`src/shared/cxl_pkg.sv`:
```
// Constants and types for the crosspoint latch host controller
package cxl_pkg;
    localparam int CXL_NODE_COUNT = 32;
    localparam int CXL_ADDR_W = 6;
    localparam int CXL_BUS_TOP = 5;
    localparam int CXL_NODE_LSB_X = 3;
    // Phase timing, each phase held for CXL_PHASE_CYC + 1 clocks
    localparam int CXL_PHASE_NS = 30;
    localparam int CXL_CLK_NS = 10;
    localparam logic [3:0] CXL_PHASE_CYC = 4'((CXL_PHASE_NS + CXL_CLK_NS - 1) / CXL_CLK_NS);
    localparam logic [3:0] CXL_CNT_RST = 4'h0;
    // Host command codes
    localparam logic [1:0] CXL_OP_WRITE = 2'h0;
    localparam logic [1:0] CXL_OP_READ = 2'h1;
    localparam logic [1:0] CXL_OP_XFER = 2'h2;
    localparam logic [1:0] CXL_OP_CLEAR = 2'h3;
    typedef enum logic [2:0] {
        CXL_IDLE,
        CXL_SETUP,
        CXL_PULSE,
        CXL_HOLD,
        CXL_DONE
    } cxl_state_t;
endpackage

```
`src/logic/cxl_host.sv`:
```
// Host controller driving the crosspoint two-stage latch pins from a bus-style request port
module cxl_host
    import cxl_pkg::*;
(
    // Clock and reset
    input wire logic sys_clk,
    input wire logic reset,
    // Bus-style request port
    input wire logic req_valid,
    input wire logic [CXL_ADDR_W-1:0] req_addr,
    input wire logic req_data,
    input wire logic req_read,
    output logic req_ready,
    output logic rsp_valid,
    output logic rsp_data,
    // Device pins
    output logic [1:0] x_line_select,
    output logic [2:0] y_line_select,
    output logic chip_select_n,
    output logic read_write,
    output logic stage_one_load_strobe_n,
    output logic stage_two_transfer_strobe_n,
    output logic master_clear_n,
    input wire logic node_value_bit_in,
    output logic node_value_bit_out,
    output logic node_value_bit_oe
);
    cxl_state_t state_q, state_d;
    logic [3:0] cnt_q;
    logic [1:0] op_q;
    logic [CXL_ADDR_W-1:0] addr_q;
    logic data_q;

    // Decode of the six-bit bus address
    wire is_ctrl = req_addr[CXL_BUS_TOP];
    wire [1:0] op_dec = req_read ? CXL_OP_READ :
                        !is_ctrl ? CXL_OP_WRITE :
                        req_addr[0] ? CXL_OP_XFER : CXL_OP_CLEAR;
    wire take = req_valid && req_ready;
    wire cnt_end = (cnt_q == CXL_PHASE_CYC);
    // The command taken at this edge already steers the next pin levels
    wire [1:0] op_cur = take ? op_dec : op_q;
    wire is_write = (op_cur == CXL_OP_WRITE);
    wire is_read = (op_cur == CXL_OP_READ);
    wire is_xfer = (op_cur == CXL_OP_XFER);
    wire is_clear = (op_cur == CXL_OP_CLEAR);
    wire node_op = is_write || is_read;
    wire in_active = (state_d == CXL_SETUP) || (state_d == CXL_PULSE) || (state_d == CXL_HOLD);

    // Active-low strobe level, low only in the pulse phase of its command
    function automatic logic strobe_n(input cxl_state_t st, input logic sel);
        return !((st == CXL_PULSE) && sel);
    endfunction

    always_comb
    begin
        state_d = state_q;
        case (state_q)
            CXL_IDLE: if (take) state_d = CXL_SETUP;
            CXL_SETUP: if (cnt_end) state_d = CXL_PULSE;
            CXL_PULSE: if (cnt_end) state_d = CXL_HOLD;
            CXL_HOLD: if (cnt_end) state_d = CXL_DONE;
            CXL_DONE: state_d = CXL_IDLE;
            default: state_d = CXL_IDLE;
        endcase
    end

    wire phase_move = (state_q != state_d);
    wire [3:0] cnt_d = (phase_move || state_q == CXL_IDLE) ? CXL_CNT_RST : 4'(cnt_q + 4'h1);
    // Pin levels for the next cycle
    wire cs_n_d = !(in_active && node_op);
    wire rw_d = !(in_active && is_write);
    wire load_n_d = strobe_n(state_d, is_write);
    wire xfer_n_d = strobe_n(state_d, is_xfer);
    wire clr_n_d = strobe_n(state_d, is_clear);
    wire oe_d = in_active && is_write;
    wire sample = (state_q == CXL_HOLD) && cnt_end && is_read;

    always_ff @(posedge sys_clk)
    begin
        if (reset)
        begin
            state_q <= CXL_IDLE;
            cnt_q <= CXL_CNT_RST;
            op_q <= CXL_OP_WRITE;
            addr_q <= '0;
            data_q <= 1'b0;
        end
        else
        begin
            state_q <= state_d;
            cnt_q <= cnt_d;
            if (take)
            begin
                op_q <= op_dec;
                addr_q <= req_addr;
                data_q <= req_data;
            end
        end
    end

    always_ff @(posedge sys_clk)
    begin
        if (reset)
        begin
            req_ready <= 1'b0;
            rsp_valid <= 1'b0;
            rsp_data <= 1'b0;
            x_line_select <= 2'h0;
            y_line_select <= 3'h0;
            chip_select_n <= 1'b1;
            read_write <= 1'b1;
            stage_one_load_strobe_n <= 1'b1;
            stage_two_transfer_strobe_n <= 1'b1;
            master_clear_n <= 1'b1;
            node_value_bit_out <= 1'b0;
            node_value_bit_oe <= 1'b0;
        end
        else
        begin
            req_ready <= (state_q == CXL_IDLE) && (state_d == CXL_IDLE);
            rsp_valid <= (state_q == CXL_DONE);
            if (sample)
                rsp_data <= node_value_bit_in;
            x_line_select <= take ? req_addr[4:CXL_NODE_LSB_X] : x_line_select;
            y_line_select <= take ? req_addr[CXL_NODE_LSB_X-1:0] : y_line_select;
            chip_select_n <= cs_n_d;
            read_write <= rw_d;
            stage_one_load_strobe_n <= load_n_d;
            stage_two_transfer_strobe_n <= xfer_n_d;
            master_clear_n <= clr_n_d;
            node_value_bit_out <= take ? req_data : node_value_bit_out;
            node_value_bit_oe <= oe_d;
        end
    end

    // Write keeps select and read/write low around the load pulse
    strobe_write_a: assert property (@(posedge sys_clk) disable iff (reset)
        !stage_one_load_strobe_n |-> (!chip_select_n && !read_write && master_clear_n))
        else $error("load strobe outside write cycle");
    load_pulse_a: assert property (@(posedge sys_clk) disable iff (reset)
        $fell(stage_one_load_strobe_n) |-> !stage_one_load_strobe_n [*4] ##1 stage_one_load_strobe_n)
        else $error("load pulse wrong width");
    load_setup_a: assert property (@(posedge sys_clk) disable iff (reset)
        $fell(stage_one_load_strobe_n) |-> !$past(chip_select_n) && $stable(x_line_select) && $stable(y_line_select))
        else $error("address not set up before load");
    load_release_a: assert property (@(posedge sys_clk) disable iff (reset)
        $rose(stage_one_load_strobe_n) |-> (!chip_select_n && !read_write))
        else $error("select dropped before load strobe rose");
    addr_hold_a: assert property (@(posedge sys_clk) disable iff (reset)
        (!chip_select_n && !$past(chip_select_n)) |-> $stable(x_line_select) && $stable(y_line_select))
        else $error("address moved while selected");
    data_hold_a: assert property (@(posedge sys_clk) disable iff (reset)
        (node_value_bit_oe && $past(node_value_bit_oe)) |-> $stable(node_value_bit_out))
        else $error("write data moved while driven");
    write_oe_a: assert property (@(posedge sys_clk) disable iff (reset)
        (!chip_select_n && !read_write) |-> node_value_bit_oe)
        else $error("write cycle without data driven");
    data_drive_a: assert property (@(posedge sys_clk) disable iff (reset)
        node_value_bit_oe |-> !read_write)
        else $error("data driven while device may drive");
    read_release_a: assert property (@(posedge sys_clk) disable iff (reset)
        (!chip_select_n && read_write) |-> !node_value_bit_oe)
        else $error("data driven during read cycle");
    read_no_load_a: assert property (@(posedge sys_clk) disable iff (reset)
        read_write |-> stage_one_load_strobe_n)
        else $error("load strobe during read");

    // Transfer and clear each pulse alone for one phase
    xfer_pulse_a: assert property (@(posedge sys_clk) disable iff (reset)
        $fell(stage_two_transfer_strobe_n) |-> !stage_two_transfer_strobe_n [*4] ##1 stage_two_transfer_strobe_n)
        else $error("transfer pulse wrong width");
    xfer_alone_a: assert property (@(posedge sys_clk) disable iff (reset)
        !stage_two_transfer_strobe_n |-> (chip_select_n && stage_one_load_strobe_n && master_clear_n))
        else $error("transfer overlaps other strobes");
    clear_pulse_a: assert property (@(posedge sys_clk) disable iff (reset)
        $fell(master_clear_n) |-> !master_clear_n [*4] ##1 master_clear_n)
        else $error("clear pulse wrong width");
    clear_alone_a: assert property (@(posedge sys_clk) disable iff (reset)
        !master_clear_n |-> (chip_select_n && stage_two_transfer_strobe_n))
        else $error("clear overlaps other strobes");
    oe_no_clear_a: assert property (@(posedge sys_clk) disable iff (reset)
        node_value_bit_oe |-> (master_clear_n && stage_two_transfer_strobe_n))
        else $error("data driven during clear or transfer");

    // Request port handshake and phase counter
    ready_idle_a: assert property (@(posedge sys_clk) disable iff (reset)
        req_ready |-> (chip_select_n && read_write && master_clear_n && stage_two_transfer_strobe_n))
        else $error("ready while pins active");
    take_busy_a: assert property (@(posedge sys_clk) disable iff (reset)
        (req_valid && req_ready) |=> !req_ready)
        else $error("ready stayed high after take");
    rsp_pulse_a: assert property (@(posedge sys_clk) disable iff (reset)
        rsp_valid |=> !rsp_valid)
        else $error("response longer than one cycle");
    rsp_after_a: assert property (@(posedge sys_clk) disable iff (reset)
        rsp_valid |-> !req_ready)
        else $error("response overlaps ready");
    cnt_bound_a: assert property (@(posedge sys_clk) disable iff (reset)
        cnt_q <= CXL_PHASE_CYC)
        else $error("phase counter out of range");
endmodule // cxl_host

```
`config.mk`:
```
export PLATFORM = sky130hd
export DESIGN_NAME = cxl_host
export DESIGN_NICKNAME = d
export VERILOG_FILES = /design/src/shared/cxl_pkg.sv /design/src/logic/cxl_host.sv
export SDC_FILE = /design/constraint.sdc
export NUM_CORES = 1
export LEC_CHECK = 0
export ABC_AREA = 0
export BUFFER_PORTS_ARGS = -buffer_cell sky130_fd_sc_hd__buf_2
export CORE_AREA = 2 2 47 49
export CTS_CLUSTER_DIAMETER = 40
export DETAILED_ROUTE_END_ITERATION = 10
export DIE_AREA = 0 0 49 51
export GPL_TIMING_DRIVEN = 0
export PLACE_DENSITY = 0.76
export SKIP_CTS_REPAIR_TIMING = 1
export SYNTH_ARGS = -nofsm -noshare
export SYNTH_HDL_FRONTEND = slang
export SYNTH_SLANG_ARGS = --single-unit
```
`constraint.sdc`:
```
create_clock -name sys_clk -period 4.6 [get_ports sys_clk]
set_input_delay 0.46 -clock sys_clk [delete_from_list [all_inputs] [get_ports sys_clk]]
set_output_delay 0.46 -clock sys_clk [all_outputs]
set_load 0.03 [all_outputs]
```
==> reports/qor.yml <==
global_routing:
  grt_max_degree: 14
  grt_overflow: 0
  grt_antenna_before_repair: 0
  grt_pass1_wl_um: 3130
  grt_usage_pct: 16.5
  grt_pass1_vias: 768
floorplan:
  start_util_pct: 45.5
  die_area_sq_um: 2500
  fp.dieW_um: 49
  fp.dieH_um: 51
  rows: 17
  ios: 27
  core-area_sq_um: 2060
sta:
  hold_viol_final: 0
  worst_slew_pin_slew_ns: 0.424
  fin_worst_skew_ns: 0.00245
  grt_setup_unrepaired: "no"
  slew-limit-headroom_pct: 71.8
  setup_viol: 0
  period_share_pct: 34.3
  max_freq_mhz: 634
  tns_ns: 0
  slew_viol_final: 0
  fin_crit_ns: 1.58
final_layout:
  drive_gt1_share_pct: 34.7
  layout_common_cells: "buf_2 (27), dfxtp_1 (24), nand2_1 (15), a21oi_1 (9), nor2_1 (8)"
  num-fill-cells: 203
  syn_to_final_growth_pct: 21.4
  layout.nets: 138
  postLayoutCellArea_sq_um: 1140
  final_common_cell: "buf_2"
  antenna_cells: 0
logic_synthesis:
  synth.avg_cell_area_sq_um: 10.0
  syn_area_sq_um: 940
  yosysTopAreaCell: "dfxtp_1"
  synth_seq_area_share_pct: 51.1
  ys_top_cells_by_area: "dfxtp_1 (51%), nand2_1 (6.0%), a21oi_1 (4.8%)"
  synth_cells: 94
  synth_seq_cells: 24
  synth_top_cell_area_share_pct: 51.1
  synth_nets: 107
  ys_warn_count: 0
  synth_cell_type_count: 35
worst_setup_path:
  critPathMaxFanout: 5
  setup.worst_path.end_class: "flop"
  slowest_delay_ns: 0.38
  crit_slowest_cell: "dfxtp_1"
  critical_path_required_ns: 4.84
  crit_chain: "ha_1, nor3b_4, nand3_2, nor4b_2, mux2i_1"
  cp-start-kind: "flop"
  critPathKind: "reg2reg"
  crit_arrival_ns: 1.82
pwr:
  cellLeakagePower_nw: 0.467
  pwr_density_cell_nw_per_um2: 331
  total_power_uw: 378
  irDropWorstVdd_mv: 0.173
placement:
  io_buffers: 26
  place_congestion: 0.724
  dpl_cell_area_sq_um: 1100
  hpwlAfterDp_um: 1320
run_status:
  run_status: "completed"
routing:
  vias_per_cell: 4.89
  avgRoutedWirePerCell_um: 11.4
  drt_iter0_markers: 2
  ant_nets: 0
  dr.pass1.iters: 3
  drc_errors: 0
  vias: 744
  totalWireLength_um: 1730
cts:
  htreeDepth: 1
  clkTransAtPathRegs_ns: 0.12
  clk_latency_ns: 0.30
  cts_sinks: 24
  clk_path_buf_depth: 2
  clock-root-buffer: "clkbuf_4"
  cts_tree: "done"
  numCtsBuffers: 3
flow_run:
  drv_cap: 0
worst_hold_path:
  hp-class: "in2reg"
-- registers in the layout, summed over array words and instances, names as in the netlist --
register	flops
read_write	1
state_q	3
stage_two_transfer_strobe_n	1
node_value_bit_out	1
x_line_select	2
op_q	2
chip_select_n	1
cnt_q	4
rsp_data	1
req_ready	1
y_line_select	3
rsp_valid	1
master_clear_n	1
stage_one_load_strobe_n	1
node_value_bit_oe	1
-- synth_stat cells, drive strengths merged --
library cell,number
mux2i,1
and4b,1
and2,1
nor4b,2
nor3,2
ha,1
nor3b,2
a21o,1
dfxtp,24
nand2,16
a211oi,2
o31ai,1
nand4b,1
nand3,3
mux2,1
xor2,1
a21oi,10
nor2b,1
nor2,8
inv,1
nor4,1
buf,1
or2,3
nand2b,4
clkbuf,3
and4bb,1
or3b,1
-- layout make-up --
class / instances / area, sq um / area share (%)
multi-input combinational: 65 / 438 / 38.4
tap: 28 / 35.0 / 3.07
timing repair buffer: 26 / 130 / 11.4
inverter: 1 / 3.75 / 0.329
sequential: 24 / 480 / 42.1
buffer: 4 / 17.5 / 1.54
clock buffer: 4 / 36.3 / 3.18
-- kinds of logic after synthesis --
logic type	after synthesis	share of synthesized area [%]
multiplexers	2	2.26
adder cells (fa/ha/maj)	1	1.33
flip-flops	24	51.1
buffers and inverters	5	2.26
AND/OR/NAND/NOR	47	30.4
AO/OA/AOI/OAI	14	11.7
XOR/XNOR	1	0.932
-- through the flow --
stage	util, %	std cells	hold WS, ns	setup WS (ns)
2_1_floorplan	-	94	0.432	3.13
3_3_place_gp	53.5	148	0.439	3.07
3_5_place_dp	53.5	148	0.443	3.04
4_1_cts	55.3	152	0.370	3.01
5_1_grt	55.3	152	0.374	2.88
6_report	55.3	152	0.378	3.02
-- where the power goes --
group / internal [mW] / total, mW / switching, mW
sequential: 0.216 / 0.221 / 0.00556
clock: 0.0483 / 0.107 / 0.0582
combinational: 0.0178 / 0.0499 / 0.0321
total: 0.282 / 0.378 / 0.0959
-- final timing paths --
path / from / end / slack (ns) / cells after the start
worst max-delay path: cnt_q[0] / rsp_data / 3.02 / 5
worst min-delay path: req_addr[2] / y_line_select[2] / 0.38 / 3
worst max register to register: cnt_q[0] / rsp_data / 3.02 / 5
worst min register to register: x_line_select[0] / x_line_select[0] / 0.46 / 2
-- metal layers --
metal	GRT usage (%)	wire length, um	vias to the layer above
met4	8.57	13	0
met3	3.80	67	2
met5	0	0	-
met2	30.8	904	15
met1	17.3	747	348
li1	-	-	379
-- worst max-delay path: cells and delay by family (launching register included) --
family | cells | cell delay, ns
muxes | 1 | 0.23
adders and majority gates | 1 | 0.21
and+or+nand+nor | 3 | 0.70
DFF | 1 | 0.38
No activity file was read; power rests on OpenSTA's default activity.
